==> config.mk <==
export PLATFORM = sky130hd
export DESIGN_NAME = spi_master_slave_shift_core
export DESIGN_NICKNAME = d
export VERILOG_FILES = /design/src/design/spi_master_slave_shift_core.v
export VERILOG_INCLUDE_DIRS = /design/src /design/src/design
export SDC_FILE = /design/constraint.sdc
export NUM_CORES = 1
export LEC_CHECK = 0
export ABC_AREA = 1
export BUFFER_PORTS_ARGS = -buffer_cell sky130_fd_sc_hd__buf_2
export CAP_MARGIN = 40
export CORE_MARGIN = 3
export CORE_UTILIZATION = 35
export CTS_CLUSTER_SIZE = 28
export DETAILED_ROUTE_END_ITERATION = 7
export HOLD_SLACK_MARGIN = 0.12
export PLACE_DENSITY = 0.54
export REMOVE_ABC_BUFFERS = 1
export SYNTH_ARGS = -nofsm -noshare
export SYNTH_HDL_FRONTEND = slang
export SYNTH_SLANG_ARGS = --single-unit
export TNS_END_PERCENT = 1
==> constraint.sdc <==
create_clock -name clk -period 4.3 [get_ports clk]
set_input_delay 0.43 -clock clk [delete_from_list [all_inputs] [get_ports clk]]
set_output_delay 0.43 -clock clk [all_outputs]
set_load 0.005 [all_outputs]
==> src/design/spi_regs.vh <==
// register map, field positions and timing counts of the serial shift core
`ifndef SPI_REGS_VH
`define SPI_REGS_VH

// register indices on the plain register port
`define REG_CHAR_CFG 4'h0
`define REG_OP_CTL 4'h1
`define REG_BAUD 4'h2
`define REG_TX_HI 4'h3
`define REG_TX_LO 4'h4
`define REG_RX_LO 4'h5
`define REG_RX_HI 4'h6
`define REG_STATUS 4'h7
`define REG_FIFO_CTL 4'h8

// field positions
`define CFG_POL_BIT 6
`define CTL_TALK_BIT 1
`define CTL_MASTER_BIT 2
`define CTL_PHASE_BIT 3
`define FFC_EN_BIT 6
`define STS_RX_AVAIL_BIT 0
`define STS_TX_FULL_BIT 1
`define STS_BUSY_BIT 2
`define STS_OVERRUN_BIT 3

// reset values
`define RST_WLEN 4'hF
`define RST_BAUD 7'h7F

// fifo geometry
`define FIFO_DEPTH 5'h10
`define FIFO_AW 4

// clock divider and select timing
`define BAUD_FLOOR 7'h03
`define MIN_PERIOD 8'h04
`define LEAD_SYSCLKS 9'h003

// one-hot engine states
`define ST_IDLE 4'h1
`define ST_LEAD 4'h2
`define ST_SHIFT 4'h4
`define ST_TRAIL 4'h8

`endif

==> src/design/spi_master_slave_shift_core.v <==
// serial shift port, master or slave, with bypassable transmit and receive fifos
// Notes on behaviour
// RQ1: master makes serial clock; slave only follows
// RQ2: shift out one edge, capture on other
// RQ3: phase bit advances data half a cycle
// RQ4: every word exchanged full duplex, unjudged
// RQ5: master starts anytime, no ready handshake
// RQ6: registers 16 bits, data in low byte
// RQ7: sixteen-deep fifos, bypassed when enable clear
// RQ8: clock period is source times divider plus one
// RQ9: odd period makes uneven halves by phase
// RQ10: master bit selects role and pin drive
// RQ11: polarity picks idle level and active edge
// RQ12: select asserted well before first clock edge
// RQ13: select held half period after last edge
// RQ14: four schemes from polarity and phase
// RQ15: word length one to sixteen bits
// RQ16: transmit can be disabled, receive only
// RQ17: slave shifts only while select is low
// RQ18: word done moves receive, loads next transmit
`timescale 1ns/1ns
`include "spi_regs.vh"

module spi_master_slave_shift_core (
  input wire clk,
  input wire nrst,
  input wire [3:0] addr,
  input wire [15:0] wdata,
  input wire wr_stb,
  input wire rd_stb,
  output wire [15:0] rdata,
  input wire serial_clock_pin_in,
  output wire serial_clock_pin_out,
  output wire serial_clock_pin_oe,
  input wire master_out_line_in,
  output wire master_out_line_out,
  output wire master_out_line_oe,
  input wire master_in_line_in,
  output wire master_in_line_out,
  output wire master_in_line_oe,
  input wire slave_tx_enable_line_n_in,
  output wire slave_tx_enable_line_n_out,
  output wire slave_tx_enable_line_n_oe
);

  // configuration registers
  reg [3:0] wlen_ff;
  reg pol_ff;
  reg talk_ff;
  reg master_ff;
  reg phase_ff;
  reg [6:0] baud_ff;
  reg fifo_en_ff;
  reg [7:0] tx_hi_ff;
  reg [7:0] rx_hi_ff;
  reg overrun_ff;
  reg [15:0] rdata_ff;

  // fifo storage and pointers
  reg [15:0] tx_mem [0:15];
  reg [15:0] rx_mem [0:15];
  reg [4:0] tx_wp_ff;
  reg [4:0] tx_rp_ff;
  reg [4:0] rx_wp_ff;
  reg [4:0] rx_rp_ff;

  // shift engine
  reg [3:0] st_ff;
  reg [8:0] div_ff;
  reg sck_ff;
  reg sck_prev_ff;
  reg [15:0] tx_sh_ff;
  reg [15:0] rx_sh_ff;
  reg [3:0] bit_cnt_ff;
  reg first_ff;
  reg done_ff;
  reg dout_ff;
  reg ste_ff;
  reg mosi_oe_ff;
  reg miso_oe_ff;
  reg sck_oe_ff;

  // fifo levels; with the fifo disabled each side holds a single word
  wire [4:0] tx_cnt = tx_wp_ff - tx_rp_ff;
  wire [4:0] rx_cnt = rx_wp_ff - rx_rp_ff;
  wire [4:0] fifo_lim = fifo_en_ff ? `FIFO_DEPTH : 5'h01; // [RQ7]
  wire tx_full = (tx_cnt >= fifo_lim);
  wire rx_full = (rx_cnt >= fifo_lim);
  wire tx_avail = (tx_cnt != 5'h00);
  wire rx_avail = (rx_cnt != 5'h00);

  // bus decode
  wire tx_push = wr_stb & (addr == `REG_TX_LO) & ~tx_full;
  wire rx_pop = rd_stb & (addr == `REG_RX_LO) & rx_avail;
  wire ovr_clr = wr_stb & (addr == `REG_STATUS) & wdata[`STS_OVERRUN_BIT];

  // divider: small settings fall back to divide by four, odd periods split unevenly
  wire [7:0] period = (baud_ff < `BAUD_FLOOR) ? `MIN_PERIOD : ({1'b0, baud_ff} + 8'h01); // [RQ8]
  wire [7:0] half_lo = {1'b0, period[7:1]};
  wire [7:0] half_hi = period - half_lo;
  wire [7:0] half_a = phase_ff ? half_lo : half_hi; // [RQ9]
  wire [7:0] half_b = phase_ff ? half_hi : half_lo; // [RQ9]
  wire [8:0] per9 = {1'b0, period};
  // select lead: 1.5 or 2 clock periods, less three system clocks
  wire [8:0] lead_raw = phase_ff ? ({per9[7:0], 1'b0} - `LEAD_SYSCLKS) :
                        (per9 + {2'b00, per9[7:1]} - `LEAD_SYSCLKS); // [RQ12]
  // the first clock edge is made one cycle after leaving the lead state, so count one less
  wire [8:0] lead_len = (lead_raw < 9'h002) ? 9'h001 : (lead_raw - 9'h001); // [RQ12]

  // edge events: master from its own divider, slave from the pin while selected
  wire m_tick = master_ff & ((st_ff == `ST_LEAD) | (st_ff == `ST_SHIFT)) & (div_ff == 9'h001);
  wire m_edge = m_tick & (st_ff == `ST_SHIFT);
  wire m_lead = m_edge & (sck_ff == pol_ff);
  wire s_sel = ~master_ff & ~slave_tx_enable_line_n_in & (st_ff == `ST_SHIFT);
  wire s_edge = s_sel & (serial_clock_pin_in != sck_prev_ff); // [RQ17]
  wire s_lead = s_edge & (sck_prev_ff == pol_ff);
  wire ev_lead = m_lead | s_lead; // [RQ11]
  wire ev_trail = (m_edge & ~m_lead) | (s_edge & ~s_lead); // [RQ11]

  // sample and shift edges per the four clocking schemes
  wire do_sample = phase_ff ? ev_trail : ev_lead; // [RQ2] [RQ3] [RQ14]
  // with phase set, a freshly loaded word holds its first bit over the first shift edge
  wire do_shift = (phase_ff ? ev_lead : ev_trail) & ~first_ff & ~done_ff; // [RQ2] [RQ3]
  wire sin = master_ff ? master_in_line_in : master_out_line_in;
  wire word_done = do_sample & (bit_cnt_ff == wlen_ff); // [RQ15]
  wire [15:0] rx_word = {rx_sh_ff[14:0], sin};

  // transmit word loads: master start, slave select, slave back-to-back word
  wire m_start = master_ff & (st_ff == `ST_IDLE) & tx_avail; // [RQ5]
  wire s_start = ~master_ff & (st_ff == `ST_IDLE) & ~slave_tx_enable_line_n_in;
  wire s_next = ~master_ff & word_done;
  wire load_tx = m_start | s_start | s_next; // [RQ18]
  wire tx_pop = load_tx & tx_avail;
  wire [15:0] tx_word = tx_avail ? tx_mem[tx_rp_ff[3:0]] : 16'h0000;
  wire rx_push = word_done & ~rx_full;

  // control registers and read port, upper byte ignored on write
  always @(posedge clk or negedge nrst) begin
    if (!nrst) begin
      wlen_ff <= `RST_WLEN;
      pol_ff <= 1'b0;
      talk_ff <= 1'b0;
      master_ff <= 1'b0;
      phase_ff <= 1'b0;
      baud_ff <= `RST_BAUD;
      fifo_en_ff <= 1'b0;
      tx_hi_ff <= 8'h00;
      rdata_ff <= 16'h0000;
    end else begin
      if (wr_stb) begin
        case (addr)
          `REG_CHAR_CFG: begin
            wlen_ff <= wdata[3:0]; // [RQ15]
            pol_ff <= wdata[`CFG_POL_BIT]; // [RQ11]
          end
          `REG_OP_CTL: begin
            talk_ff <= wdata[`CTL_TALK_BIT]; // [RQ16]
            master_ff <= wdata[`CTL_MASTER_BIT]; // [RQ10]
            phase_ff <= wdata[`CTL_PHASE_BIT]; // [RQ3]
          end
          `REG_BAUD: baud_ff <= wdata[6:0];
          `REG_TX_HI: tx_hi_ff <= wdata[7:0];
          `REG_FIFO_CTL: fifo_en_ff <= wdata[`FFC_EN_BIT]; // [RQ7]
          default: ;
        endcase
      end
      // read data valid in the cycle after the strobe; upper byte reads zero
      if (rd_stb) begin
        case (addr)
          `REG_CHAR_CFG: rdata_ff <= {8'h00, 1'b0, pol_ff, 2'b00, wlen_ff}; // [RQ6]
          `REG_OP_CTL: rdata_ff <= {8'h00, 4'h0, phase_ff, master_ff, talk_ff, 1'b0};
          `REG_BAUD: rdata_ff <= {8'h00, 1'b0, baud_ff};
          `REG_TX_HI: rdata_ff <= {8'h00, tx_hi_ff};
          `REG_RX_LO: rdata_ff <= rx_avail ? {8'h00, rx_mem[rx_rp_ff[3:0]][7:0]} : 16'h0000;
          `REG_RX_HI: rdata_ff <= {8'h00, rx_hi_ff};
          `REG_STATUS: rdata_ff <= {8'h00, 4'h0, overrun_ff, (st_ff != `ST_IDLE),
                                    tx_full, rx_avail};
          `REG_FIFO_CTL: rdata_ff <= {8'h00, 1'b0, fifo_en_ff, 1'b0, tx_cnt};
          default: rdata_ff <= 16'h0000;
        endcase
      end else begin
        rdata_ff <= 16'h0000;
      end
    end
  end

  // transmit fifo: bus pushes high and low bytes as one word, engine pops
  always @(posedge clk or negedge nrst) begin
    if (!nrst) begin
      tx_wp_ff <= 5'h00;
      tx_rp_ff <= 5'h00;
    end else begin
      if (tx_push) begin
        tx_wp_ff <= tx_wp_ff + 5'h01;
      end
      if (tx_pop) begin
        tx_rp_ff <= tx_rp_ff + 5'h01; // [RQ18]
      end
    end
  end

  // fifo storage has no reset
  always @(posedge clk) begin
    if (tx_push) begin
      tx_mem[tx_wp_ff[3:0]] <= {tx_hi_ff, wdata[7:0]};
    end
    if (rx_push) begin
      rx_mem[rx_wp_ff[3:0]] <= rx_word; // [RQ18]
    end
  end

  // receive fifo: engine pushes, low-byte read pops and latches the high byte
  always @(posedge clk or negedge nrst) begin
    if (!nrst) begin
      rx_wp_ff <= 5'h00;
      rx_rp_ff <= 5'h00;
      rx_hi_ff <= 8'h00;
      overrun_ff <= 1'b0;
    end else begin
      if (rx_push) begin
        rx_wp_ff <= rx_wp_ff + 5'h01;
      end
      if (rx_pop) begin
        rx_rp_ff <= rx_rp_ff + 5'h01;
        rx_hi_ff <= rx_mem[rx_rp_ff[3:0]][15:8];
      end
      // a word lost to a full fifo flags overrun; the set wins over a clear
      if (word_done & rx_full) begin
        overrun_ff <= 1'b1;
      end else if (ovr_clr) begin
        overrun_ff <= 1'b0;
      end
    end
  end

  // shift engine: master state sequence and shared shift/sample datapath
  always @(posedge clk or negedge nrst) begin
    if (!nrst) begin
      st_ff <= `ST_IDLE;
      div_ff <= 9'h001;
      sck_ff <= 1'b0;
      sck_prev_ff <= 1'b0;
      tx_sh_ff <= 16'h0000;
      rx_sh_ff <= 16'h0000;
      bit_cnt_ff <= 4'h0;
      first_ff <= 1'b1;
      done_ff <= 1'b0;
      dout_ff <= 1'b0;
      ste_ff <= 1'b1;
    end else begin
      sck_prev_ff <= serial_clock_pin_in;
      // loading a word restarts bit counting
      if (load_tx) begin
        tx_sh_ff <= tx_word;
        dout_ff <= tx_word[wlen_ff];
        rx_sh_ff <= 16'h0000;
        bit_cnt_ff <= 4'h0;
        first_ff <= 1'b1;
        done_ff <= 1'b0;
      end else begin
        if (ev_lead | ev_trail) begin
          first_ff <= 1'b0;
        end
        if (do_sample) begin
          rx_sh_ff <= rx_word; // [RQ4]
          bit_cnt_ff <= bit_cnt_ff + 4'h1;
          if (word_done) begin
            done_ff <= 1'b1;
          end
        end
        if (do_shift) begin
          tx_sh_ff <= {tx_sh_ff[14:0], 1'b0};
          dout_ff <= tx_sh_ff[wlen_ff - 4'h1];
        end
      end
      case (st_ff)
        `ST_IDLE: begin
          sck_ff <= pol_ff;
          ste_ff <= 1'b1;
          if (m_start) begin
            st_ff <= `ST_LEAD; // [RQ1]
            ste_ff <= 1'b0; // [RQ12]
            div_ff <= lead_len;
          end else if (s_start) begin
            st_ff <= `ST_SHIFT; // [RQ17]
          end
        end
        `ST_LEAD: begin
          if (~master_ff) begin
            st_ff <= `ST_IDLE;
          end else if (m_tick) begin
            st_ff <= `ST_SHIFT;
            div_ff <= 9'h001; // [RQ12]
          end else begin
            div_ff <= div_ff - 9'h001;
          end
        end
        `ST_SHIFT: begin
          if (master_ff) begin
            if (m_tick) begin
              sck_ff <= ~sck_ff; // [RQ1]
              if (ev_trail & (done_ff | word_done)) begin
                st_ff <= `ST_TRAIL;
                div_ff <= {1'b0, half_lo}; // [RQ13]
              end else begin
                div_ff <= {1'b0, m_lead ? half_a : half_b}; // [RQ9]
              end
            end else begin
              div_ff <= div_ff - 9'h001;
            end
          end else if (slave_tx_enable_line_n_in) begin
            st_ff <= `ST_IDLE; // [RQ17]
          end
        end
        `ST_TRAIL: begin
          if (div_ff == 9'h001) begin
            st_ff <= `ST_IDLE;
            ste_ff <= 1'b1; // [RQ13]
          end else begin
            div_ff <= div_ff - 9'h001;
          end
        end
        default: st_ff <= `ST_IDLE;
      endcase
    end
  end

  // pin drive enables follow the role and the transmit switch
  always @(posedge clk or negedge nrst) begin
    if (!nrst) begin
      sck_oe_ff <= 1'b0;
      mosi_oe_ff <= 1'b0;
      miso_oe_ff <= 1'b0;
    end else begin
      sck_oe_ff <= master_ff; // [RQ10]
      mosi_oe_ff <= master_ff & talk_ff; // [RQ10] [RQ16]
      miso_oe_ff <= ~master_ff & talk_ff & ~slave_tx_enable_line_n_in; // [RQ17]
    end
  end

  // outputs straight from flip-flops
  assign rdata = rdata_ff;
  assign serial_clock_pin_out = sck_ff;
  assign serial_clock_pin_oe = sck_oe_ff;
  assign master_out_line_out = dout_ff;
  assign master_out_line_oe = mosi_oe_ff;
  assign master_in_line_out = dout_ff;
  assign master_in_line_oe = miso_oe_ff;
  assign slave_tx_enable_line_n_out = ste_ff;
  assign slave_tx_enable_line_n_oe = master_ff;

endmodule

## After elaboration in Yosys (flattened, before gate mapping)

Memories as Yosys holds them, arrays and structs flattened.
Index checks and enable logic that the tools add are counted.
Widths: inputs -> output; s select.

| word-level totals | value |
|---|---|
| output and inout bits | 24 |
| bits in registers | 126 |
| memories kept | 2 |
| logic and storage cells | 210 |
| input port bits | 28 |
| bits in writable memories | 512 |

Memory list:

| name | words | width | read ports | clocked after memory_dff | wr ports | RTL line | text |
|---|---|---|---|---|---|---|---|
| rx_mem | 16 | 16 | 1 | 0 | 1 | spi_master_slave_shift_core.v:61 | `reg [15:0] rx_mem [0:15];` |
| tx_mem | 16 | 16 | 1 | 0 | 1 | spi_master_slave_shift_core.v:60 | `reg [15:0] tx_mem [0:15];` |

| cells by class | value |
|---|---|
| equal/unequal tests | 29 |
| reductions and logical operators | 21 |
| bitwise operators | 47 |
| muxes and demuxes | 61 |
| $add $sub $neg | 15 |
| $lt $le $gt $ge | 6 |

Operator list:

| cell | number |
|---|---|
| $mux 9 | 8 |
| $mux 16 | 4 |
| $pmux 8 s8 | 1 |
| $mux 8 | 6 |
| $mux 4 | 11 |
| $pmux 9 s4 | 1 |
| $and 1x1->1 | 31 |
| $mux 15 | 2 |
| $mux 1 | 22 |
| $add 5x1->5 const B | 4 |
| $eq 4x3->1 const B | 5 |
| $sub 9x1->9 const B | 2 |
| $sub 9x2->9 const B | 2 |
| $pmux 4 s4 | 1 |
| $reduce_and 2->1 | 7 |
| $reduce_bool 2->1 | 7 |
| $eq 4x2->1 const B | 3 |
| $ne 2x2->1 const B | 6 |
| $ne 3x3->1 const B | 4 |
| $ge 5x5->1 | 2 |
| $lt 4x5->1 const B | 2 |
| $reduce_bool 5->1 | 2 |
| $sub 5x5->5 | 2 |
| $add 8x7->9 | 1 |
| 24 further kinds | 43 |

## Logic depth before layout (Yosys ltp)

Gate-level depths: netlist of run 1.

| depth | value |
|---|---|
| depth in word-level cells | 17 |
| depth in mapped cells | 25 |
| depth with buffers taken out | 25 |

## Worst setup path before layout of run 1

No wires, ideal clock.

| timing path | value |
|---|---|
| kind | register to register |
| from | register baud_ff[0] |
| to | register div_ff[4] |
| setup time | 117 ps |
| stages on the path, launching flop included | 22 |
| path buffers | 0 |
| arrival | 3527 ps |
| slack | 656 ps |
| data required time | 4183 ps |
| clock period less this slack | 3644 ps |
| cells stage by stage | dfstp_2 ha_1 or2_2 a21oi_1 inv_1 ha_1 ha_1 fa_1 inv_1 nand2_1 nand2_1 nand2_1 o21ai_0 inv_1 nor2_4 nand3_1 nor2_4 nand3_4 nand2_2 nor2_1 nor2_1 nor2_1 |

| between the ends | value |
|---|---|
| word-level cells in the longest chain between the ends | 9 |
| elaborated cells between the ends (all ways) | 19 |
| those cells by class | add/sub (6); order compare (2); mux (11) |

RTL lines:

| item | RTL line | text |
|---|---|---|
| start: declaration | spi_master_slave_shift_core.v:52 | `reg [6:0] baud_ff;` |
| start signal: assignment | spi_master_slave_shift_core.v:145 | `` baud_ff <= `RST_BAUD; `` |
| start signal: assignment | spi_master_slave_shift_core.v:161 | `` `REG_BAUD: baud_ff <= wdata[6:0]; `` |
| $add 7x1->8 or $lt 7x2->1 (tied branches) | n/a |  |
| $mux 8 (*) | spi_master_slave_shift_core.v:98 | `` wire [7:0] period = (baud_ff < `BAUD_FLOOR) ? `MIN_PERIOD : ({1'b0, baud_ff} + 8'h01); `` |
| $add 8x7->9 or $sub 8x7->8 (tied branches) | spi_master_slave_shift_core.v:106, spi_master_slave_shift_core.v:100 |  |
| $sub 9x2->9 (no line), or another cell as far along | n/a |  |
| $mux 9 or $mux 8 (tied branches) | spi_master_slave_shift_core.v:105, spi_master_slave_shift_core.v:306 |  |
| $sub 9x1->9, or another cell as far along | spi_master_slave_shift_core.v:108 | `wire [8:0] lead_len = (lead_raw < 9'h002) ? 9'h001 : (lead_raw - 9'h001);` |
| $mux 9 (on tied branches) | spi_master_slave_shift_core.v:108, spi_master_slave_shift_core.v:300 |  |
| $mux 9 (on tied branches) | spi_master_slave_shift_core.v:280, spi_master_slave_shift_core.v:299 |  |
| $pmux 9 s4 (*) | spi_master_slave_shift_core.v:276 | `case (st_ff)` |
| end signal: assignment | spi_master_slave_shift_core.v:283 | `div_ff <= lead_len;` |
| end signal: assignment | spi_master_slave_shift_core.v:295 | `div_ff <= div_ff - 9'h001;` |
| end signal: assignment | spi_master_slave_shift_core.v:304 | `div_ff <= {1'b0, half_lo};` |
| end: declaration | spi_master_slave_shift_core.v:69 | `reg [8:0] div_ff;` |

Mark *: on every way between the ends. The rest lies on a longest branch, timed or not. The select of a mux whose other input is x is not followed.
A chain may end at the register's enable or synchronous reset.

## Final worst setup path of run 1

| timing path | value |
|---|---|
| from | register baud_ff[0] |
| to | register div_ff[1] |

The elaborated chain is that of the path after synthesis.

==> metrics.cfg, run 1 <==
[status]
status = completed

[yosys]
synth_edf_count = 512
ys_seq_area_frac = 0.644
yosysWarnings = 0
synthesis.area_sq_mm = 0.0285
synth.distinct_cells = 64
synthFlopType = edfxtp_1
yosysTopAreaCell = edfxtp_1
synth_area_leaders = edfxtp_1 (54%), dfrtp_1 (9.1%), nand2_1 (8.9%)
ys_seq_elements = 630
syn_avg_cell_area_sq_um = 10.6
ys_async_sr_fraction = 0.187
syn_inst = 2676
synth_top_area_frac = 0.540

[placed_design]
gp_congestion = 0.877
dp_hpwl_microns = 47600
numPortBuffers = 35
dp_slack_ns = 0.454
placed_area_sq_mm = 0.0301

[pwr]
ir_drop_uv = 370
switchingPower_mw = 7.80
p_seq_frac = 0.384
switching_share = 0.381
power.density_mw_per_mm2 = 633
p_int_mw = 12.6
p_leak_nw = 12.1
p_clk_frac = 0.282
combPwrFrac = 0.334

[sta]
whs_ns = 0.177
skew_ns = 0.0205
slew_violations = 0
setup_violations = 0
rsz0062_at_grt = false
maxSlewHeadroom = 0.378
fin_ws_ns = 0.449
finalHoldViolCount = 0
fmax_ghz = 0.260
fin_crit_ns = 3.85
post-route-period-util = 0.896
tightestPinTransition_ns = 0.922

[worst_setup_path]
critPathRequiredTime_ns = 4.81
crit_path_start_kind = flop
cp_max_fo = 7
crit_path_end_kind = flop
max_stage_delay_ns = 0.61
crit_chain = ha_1 > nand2_2 > inv_1 > ha_1 > ha_1 > fa_1 > inv_1 > nand2_1 > nand2_1 > nand2_1 > o21ai_0 > inv_1 > nor2_4 > nand3_1 > nor2_4 > nand3_4 > nand2_2 > nor2_1 > nor2_1 > nor2_1
slowest_stage = dfstp_2
crit_type = reg -> reg
arrival_ns = 4.36

[clocking]
cts_tree = yes
cts-root-buf = clkbuf_16
insertion_delay_ns = 0.61
clkSlewWorstSetupHoldPaths_ns = 0.06
numCtsBuffers = 69
clockBufferDepth = 3
cts.sink_count = 630
h-tree-depth = 3
cts_resized = 0

[grt]
grt_overflow = 0
grt_max_degree = 101
grt_pass1_wl_microns = 116000
grt_pass1_vias = 19351
grt_usage = 0.174
antenna_found_initial = 3

[die]
std_cell_rows = 103
die_w_microns = 291
ioPinCount = 52
coreArea_sq_mm = 0.0798
dieHeight_microns = 291
initial_utilization = 0.357
dieArea_sq_mm = 0.0848

[finish]
layout_common_cells = nand2_1 (677), edfxtp_1 (512), nand3_1 (235)
fin_util = 0.405
final_common_cell = nand2_1
final_nets = 2808
fin_area_sq_mm = 0.0323
n_antenna_cell = 0
num-fill-cells = 7582
drive_above_1_share = 0.118
area_growth_pct = 13.5

[detailed_routing]
vias = 19877
dr.pass1.iters = 5
ant_nets = 0
drt_iter0_drc = 1356
wirelength_microns = 74600
wl_per_cell_microns = 19.5
drc_errors = 0
via_per_inst = 5.19

[worst_hold_path]
hold_class = in -> async

[flow_run]
maxCapViolCount = 0

[sequential cells by signal, indices dropped and copies added (netlist names), 7 cells and up]
name,cells
rdata,8
div_ff,9
tx_sh_ff,16
tx_hi_ff,8
rx_hi_ff,8
baud_ff,7
rx_mem,256
rx_sh_ff,15
tx_mem,256
[repair_timing]
| action | in CTS | in global routing |
|---|---|---|
| endpoints found under the hold margin | 85 | 0 |
| buffers inserted | 0 | 0 |
| hold buffers | 3 | 0 |
[worst max-delay path, delay by kind of cell (launching register included)]
kind,cells,cell delay (ns)
fa+ha+maj,4,1.37
flops,1,0.61
simple gates,12,1.22
compound gates,1,0.16
buf+inv,3,0.38
[per-stage QoR]
stage	power, mW	std cells	TNS, ns
after detailed placement	14.8	3702	0
after CTS	20.6	3830	0
after floorplan	12.3	2553	-489.18
after global routing	21.7	3830	0
after global placement	14.6	3698	0
final	20.4	3830	0
[path summary, 6_finish.rpt]
check                                   startpoint                       to  slack (ns)  cells past startpoint
setup / recovery            baud_ff[0]$_DFFE_PN1P_    div_ff[1]$_DFFE_PN0P_        0.45                     20
hold / removal                                nrst    div_ff[6]$_DFFE_PN0P_        0.18                      2
setup reg to reg            baud_ff[0]$_DFFE_PN1P_    div_ff[1]$_DFFE_PN0P_        0.45                     20
hold reg to reg            rx_wp_ff[4]$_DFFE_PN0P_  rx_wp_ff[4]$_DFFE_PN0P_        0.49                      1
max in group asynchronous                     nrst   baud_ff[3]$_DFFE_PN1P_        2.97                      4
min in group clk                            wr_stb   fifo_en_ff$_DFFE_PN0P_        0.20                      3
[cells by family (layout without fill, tap and decap cells)]
kind of cell	Yosys count	in the layout	share of synthesized area
other	1	8	0.000132
and+or+nand+nor	1250	1250	0.189
adders and majority gates	54	54	0.0250
buffers and inverters	282	379	0.0406
DFF	630	630	0.644
AOI/OAI and AO/OA	412	412	0.0857
xor gates and xnor gates	45	45	0.0141
muxes	2	2	0.00119
[layout make-up]
type | count | area, sq um | area share
inverter | 152 | 577 | 0.0179
multi-input combinational | 1771 | 9050 | 0.280
tap | 1050 | 1310 | 0.0407
sequential | 630 | 18400 | 0.568
clock inverter | 40 | 414 | 0.0128
timing repair buffer | 102 | 782 | 0.0242
clock buffer | 85 | 1820 | 0.0562
[power groups by stage]
stage	Clock, mW	Sequential, mW	Combinational (mW)
4_1_cts	5.90	7.85	6.87
5_1_grt	6.17	7.93	7.64
3_5_place_dp	0	7.97	6.84
6_report	5.77	7.85	6.82
2_1_floorplan	0	8.01	4.33
3_3_place_gp	0	7.94	6.69
[metal layers]
metal,track usage,up-vias,wire length [microns]
met3,0.0243,92,4090
met4,0.0435,0,1430
met2,0.286,545,35500
met1,0.243,9834,33500
met5,0,-,0
li1,-,9406,-
[cells in the mapped netlist (15+ instances only)]
master,number
xor2_1,35
inv_1,126
o22ai_1,29
edfxtp_1,512
ha_1,49
a21oi_1,118
inv_2,19
nand4_1,21
o221ai_1,20
o21ai_0,157
buf_2,45
nand2_1,677
clkbuf_1,61
nand2_2,17
dfstp_2,15
nand3_1,235
nor2_1,238
dfrtp_1,103
(Power assumes the default switching activity.)
==> run 2, diff against run 1 <==
Settings changed: BUFFER_PORTS_ARGS -buffer_cell sky130_fd_sc_hd__buf_2 to unset, DONT_BUFFER_PORTS set to 1.
==> metrics.cfg, run 2 (synthesized netlist as in run 1, its figures left out) <==
[sta]
tns_ns = 0  ; unchanged
whs_ns = 0.167  ; -0.00952 ns
finalHoldViolCount = 0  ; unchanged
post-route-period-util = 0.892  ; -0.00350
fmax_ghz = 0.261  ; +0.39%
setup_violations = 0  ; unchanged
slew_violations = 0  ; unchanged
rsz0062_at_grt = false
tightestPinTransition_ns = 0.947  ; +0.0255 ns
fin_crit_ns = 3.84  ; -0.0150 ns
skew_ns = 0.0289  ; +0.00839 ns
maxSlewHeadroom = 0.367  ; -0.0113

[grt]
grt_pass1_vias = 19370  ; +0.098%
grt_overflow = 0  ; unchanged
grt_pass1_wl_microns = 118000  ; +1.5%
antenna_found_initial = 3  ; unchanged
grt_usage = 0.178  ; +0.00474
grt_max_degree = 119  ; +18%

[clocking]
cts-root-buf = clkbuf_16
insertion_delay_ns = 0.61  ; about the same
cts.sink_count = 630  ; unchanged
cts_resized = 0  ; unchanged
clockBufferDepth = 3  ; unchanged
h-tree-depth = 3  ; unchanged
cts_tree = yes
clkSlewWorstSetupHoldPaths_ns = 0.06  ; about the same
numCtsBuffers = 69  ; unchanged

[die]
ioPinCount = 52  ; unchanged
die_w_microns = 291  ; unchanged
coreArea_sq_mm = 0.0798  ; unchanged
std_cell_rows = 103  ; unchanged
initial_utilization = 0.357  ; unchanged
dieHeight_microns = 291  ; unchanged
dieArea_sq_mm = 0.0848  ; unchanged

[finish]
area_growth_pct = 13.3
drive_above_1_share = 0.108  ; -0.0107
final_nets = 2788  ; -0.71%
n_antenna_cell = 0  ; unchanged
final_common_cell = nand2_1
layout_common_cells = nand2_1 (677), edfxtp_1 (512), nand3_1 (235)

[worst_setup_path]
max_stage_delay_ns = 0.49  ; -0.12 ns
critPathRequiredTime_ns = 4.79  ; -0.02 ns
cp_max_fo = 7  ; unchanged
crit_chain = ha_1 > or2_2 > a21oi_1 > inv_1 > ha_1 > ha_1 > fa_1 > inv_1 > nand2_1 > nand2_1 > nand2_1 > o21ai_0 > inv_1 > nor2_4 > nand3_1 > nor2_4 > nand3_4 > nand2_2 > nor2_1 > nor2_1 > nor2_1
crit_path_end_kind = flop
crit_path_start_kind = flop
cp_top_family = simple AND/OR/NAND/NOR gates
cp.buffers_inverters = 3  ; unchanged
crit_type = reg -> reg
slowest_stage = fa_1
arrival_ns = 4.32  ; -0.04 ns

[status]
status = completed

[detailed_routing]
vias = 19817  ; -0.30%
wirelength_microns = 76400  ; +2.4%
wl_per_cell_microns = 20.1  ; +3.0%
dr.pass1.iters = 5  ; unchanged
drt_iter0_drc = 1730  ; +28%
drc_errors = 0  ; unchanged
via_per_inst = 5.20  ; +0.25%
ant_nets = 0  ; unchanged

[flow_run]
maxCapViolCount = 0  ; unchanged

[pwr]
p_leak_nw = 11.9  ; -1.0%
power.density_mw_per_mm2 = 634  ; +0.18%
ir_drop_uv = 326  ; -12%

[placed_design]
numPortBuffers = 0  ; -100%
gp_congestion = 0.855  ; -2.5%
dp_hpwl_microns = 47600  ; about the same

[worst_hold_path]
hold_class = in -> reg

run 2: cell types whose count changed in the layout (fill, tap and decap cells not counted), moves of 2 or more:
cell | before | now
clkinv_8 | 1 | 3
buf_4 | 58 | 62
nor2_2 | 32 | 40
buf_8 | 0 | 2
clkinv_1 | 17 | 14
clkinv_16 | 3 | 1
clkbuf_16 | 69 | 71
nor2_1 | 216 | 208
clkbuf_1 | 13 | 24
buf_2 | 34 | 0
dlygate4sd3_1 | 3 | 13
clkinv_2 | 16 | 6
run 2: cell type report:
cell class	count	area, sq um
Inverter	152	577
Timing Repair Buffer	82	718
Tap cell	1050	1310
Sequential cell	630	18400
Multi-Input combinational cell	1771	9070
Fill cell	7593	47500
Clock inverter	26	307
Clock buffer	98	1910
run 2: metal layers:
metal | track usage | routed length, microns
met3 | 0.0245 | 4090
met2 | 0.293 | 36600
met5 | 0 | 0
met4 | 0.0522 | 1830
met1 | 0.247 | 33900
run 2: repair_timing:
item	CTS	global route
buffers inserted	0	0
hold buffers	14	0
endpoints found under the hold margin	268	0
run 2: final timing paths:
check                                           to  cells after the start                     from  slack [ns]
min                         wlen_ff[3]$_DFFE_PN1P_                      2                   wr_stb        0.17
max                          div_ff[4]$_DFFE_PN0P_                     21   baud_ff[0]$_DFFE_PN1P_        0.46
max reg2reg                  div_ff[4]$_DFFE_PN0P_                     21   baud_ff[0]$_DFFE_PN1P_        0.46
min in group asynchronous    div_ff[1]$_DFFE_PN0P_                      2                     nrst        0.44
max in group asynchronous  tx_rp_ff[0]$_DFFE_PN0P_                      2                     nrst        3.22
min reg2reg                rx_wp_ff[4]$_DFFE_PN0P_                      1  rx_wp_ff[4]$_DFFE_PN0P_        0.49
run 2: report_power, final:
group | leakage (nW) | switching, mW | internal [mW]
combinational | 4.88 | 4.69 | 2.11
clock | 1.06 | 2.40 | 3.37
sequential | 6.00 | 0.666 | 7.22
run 2: metrics by stage:
step	cells	power [mW]	setup WS, ns	util	cell area (sq um)
CTS	3807	20.6	0.472	0.404	32200
floorplan	2553	12.3	-1.45	-	27900
detailed placement	3669	14.7	0.505	0.374	29900
finish	3809	20.4	0.464	0.404	32300
global route	3809	21.7	0.129	0.404	32300
global placement	3668	14.6	0.618	0.374	29800
==> run 3, diff against run 2 <==
==> constraint.sdc (replaced) <==
create_clock -name clk -period 4.3 [get_ports clk]
set_input_delay 0.215 -clock clk [delete_from_list [all_inputs] [get_ports clk]]
set_output_delay 0.215 -clock clk [all_outputs]
set_load 0.005 [all_outputs]
==> metrics.cfg, run 3 (synthesized netlist as in run 1, its figures left out) <==
[pwr]
ir_drop_uv = 329  ; +0.88%
p_int_mw = 12.6  ; -0.74%
combPwrFrac = 0.335  ; +0.003
p_clk_frac = 0.280  ; -0.002
p_seq_frac = 0.384  ; -0.002
switching_share = 0.383  ; +0.00379
power.density_mw_per_mm2 = 632  ; -0.27%
p_leak_nw = 12.0  ; about the same
switchingPower_mw = 7.82  ; +0.87%

[die]
die_w_microns = 291  ; unchanged
coreArea_sq_mm = 0.0798  ; unchanged
std_cell_rows = 103  ; unchanged
ioPinCount = 52  ; unchanged
initial_utilization = 0.357  ; unchanged
dieArea_sq_mm = 0.0848  ; unchanged
dieHeight_microns = 291  ; unchanged

[finish]
regArea_sq_mm = 0.0184  ; unchanged
drive_above_1_share = 0.106  ; -0.00141
final_common_cell = nand2_1
area_growth_pct = 13.4
layout_common_cells = nand2_1 (677), edfxtp_1 (512), nand3_1 (235)
stdcell_count = 3810  ; +0.026%
multiInputGateArea_sq_mm = 0.00907  ; unchanged
final_nets = 2786  ; -0.072%
fin_area_sq_mm = 0.0323  ; +0.14%
num-fill-cells = 7536  ; -0.75%
fin_util = 0.405  ; +0.000565

[detailed_routing]
via_per_inst = 5.22  ; +0.28%
dr.pass1.iters = 7  ; +2
wirelength_microns = 76500  ; +0.19%
drc_errors = 0  ; unchanged
wl_per_cell_microns = 20.1  ; +0.16%
vias = 19878  ; +0.31%
drt_iter0_drc = 1724  ; -0.35%
ant_nets = 0  ; unchanged

[sta]
skew_ns = 0.0425  ; +0.0137 ns
tightestPinTransition_ns = 0.916  ; -0.0308 ns
setup_violations = 0  ; unchanged
post-route-period-util = 0.880  ; -0.0125
maxSlewHeadroom = 0.381  ; +0.0149
fmax_ghz = 0.264  ; +1.4%
fin_crit_ns = 3.78  ; -0.0538 ns
slew_violations = 0  ; unchanged
finalHoldViolCount = 0  ; unchanged
rsz0062_at_grt = false

[worst_hold_path]
hold_class = in -> reg
hold_path_depth = 6  ; +4
holdPathEnd = first_ff$_DFFE_PN1P_
hp-start = serial_clock_pin_in

[clocking]
clockBufferDepth = 3  ; unchanged
cts_resized = 0  ; unchanged
cts-root-buf = clkbuf_16
cts_tree = yes
insertion_delay_ns = 0.63  ; +0.02 ns
post-cts-setup-buffer-count = 0  ; unchanged
numCtsBuffers = 68  ; -1.4%
cts.sink_count = 630  ; unchanged
h-tree-depth = 3  ; unchanged
clkSlewWorstSetupHoldPaths_ns = 0.06  ; about the same

[worst_setup_path]
crit_path_end_kind = flop
ff2ff_path_depth = 21  ; unchanged
arrival_ns = 4.28  ; -0.04 ns
r2r_end = div_ff[4]$_DFFE_PN0P_
ff2ff_setup_slack_ns = 0.52  ; +0.05 ns
critPathRequiredTime_ns = 4.80  ; about the same
startpoint = baud_ff[0]$_DFFE_PN1P_
r2r_start = baud_ff[0]$_DFFE_PN1P_
cp_max_fo = 7  ; unchanged
crit_path_start_kind = flop
crit_type = reg -> reg

[flow_run]
maxCapViolCount = 0  ; unchanged

[grt]
grt_max_degree = 119  ; unchanged
grt_pass1_wl_microns = 117000  ; -0.25%
grt_usage = 0.177  ; -0.00101
grt_overflow = 0  ; unchanged
antenna_found_initial = 2  ; -1
grt_pass1_vias = 19411  ; +0.21%

[placed_design]
dp.cells = 3663  ; -0.16%
dp_hpwl_microns = 47300  ; -0.72%
gp_congestion = 0.850  ; -0.55%
numPortBuffers = 0  ; unchanged
placed_area_sq_mm = 0.0299  ; about the same

[status]
status = completed

[run 3: cell count changes in the layout (fill, tap and decap cells not counted), moves of 5 or more]
cell	before	now
buf_4	62	53
clkinv_2	6	11
clkbuf_1	24	19
dlygate4sd3_1	13	19
[run 3: worst max-delay path, stage by stage, from the launching register on]
cell     delay, ns
dfstp_2       0.40
ha_1          0.23
or2_2         0.30
a21oi_1       0.20
inv_1         0.11
ha_1          0.30
ha_1          0.24
fa_1          0.49
inv_1         0.11
nand2_1       0.06
nand2_1       0.06
nand2_1       0.04
o21ai_0       0.12
inv_1         0.14
nor2_4        0.17
nand3_1       0.12
nor2_4        0.12
nand3_4       0.11
nand2_2       0.13
nor2_1        0.05
nor2_1        0.10
nor2_1        0.05
[run 3: worst max-delay path by stage]
stage | depth (start not counted) | to | slack, ns
6_report | 21 | div_ff[4]$_DFFE_PN0P_ | 0.52
5_1_grt | 24 | div_ff[1]$_DFFE_PN0P_ | 0.24
4_1_cts | 21 | div_ff[4]$_DFFE_PN0P_ | 0.51
3_5_place_dp | 21 | div_ff[4]$_DFFE_PN0P_ | 0.55
3_3_place_gp | 21 | div_ff[4]$_DFFE_PN0P_ | 0.61
2_1_floorplan | 15 | master_in_line_out$_DFFE_PN0P_ | -1.45
[run 3: area by class of cell]
cell class,count,share of cell area
multi-input cells,1771,0.281
clock buffers,91,0.0573
repair buffers,81,0.0238
diodes,2,0.000155
inverters,152,0.0179
flip-flops and latches,630,0.568
well taps,1050,0.0407
clock inverters,33,0.0109
[run 3: power by group through the flow]
stage / combinational (mW) / sequential [mW] / clock [mW]
6_report: 6.85 / 7.85 / 5.72
4_1_cts: 6.89 / 7.84 / 5.85
2_1_floorplan: 4.33 / 8.01 / 0
5_1_grt: 7.67 / 7.92 / 6.09
3_3_place_gp: 6.62 / 7.93 / 0
3_5_place_dp: 6.79 / 7.96 / 0
[run 3: layer usage]
metal  GRT usage  wire length (microns)
met1       0.247                  34500
met2       0.288                  35900
met3      0.0243                   4090
met4      0.0563                   2020
met5           0                      0
[run 3: repair_timing]
action,4_1_cts,5_1_grt
setup endpoints to repair,0,0
hold buffers,20,0
endpoints found under the hold margin,283,0
[run 3: through the flow]
stage	TNS, ns	power (mW)	setup slack (ns)	hold WS (ns)
after floorplan	-489.18	12.3	-1.45	-0.0806
after global placement	0	14.6	0.611	-0.0774
after detailed placement	0	14.8	0.545	-0.0773
after CTS	0	20.6	0.513	0.124
after global routing	0	21.7	0.242	0.167
final	0	20.4	0.518	0.140
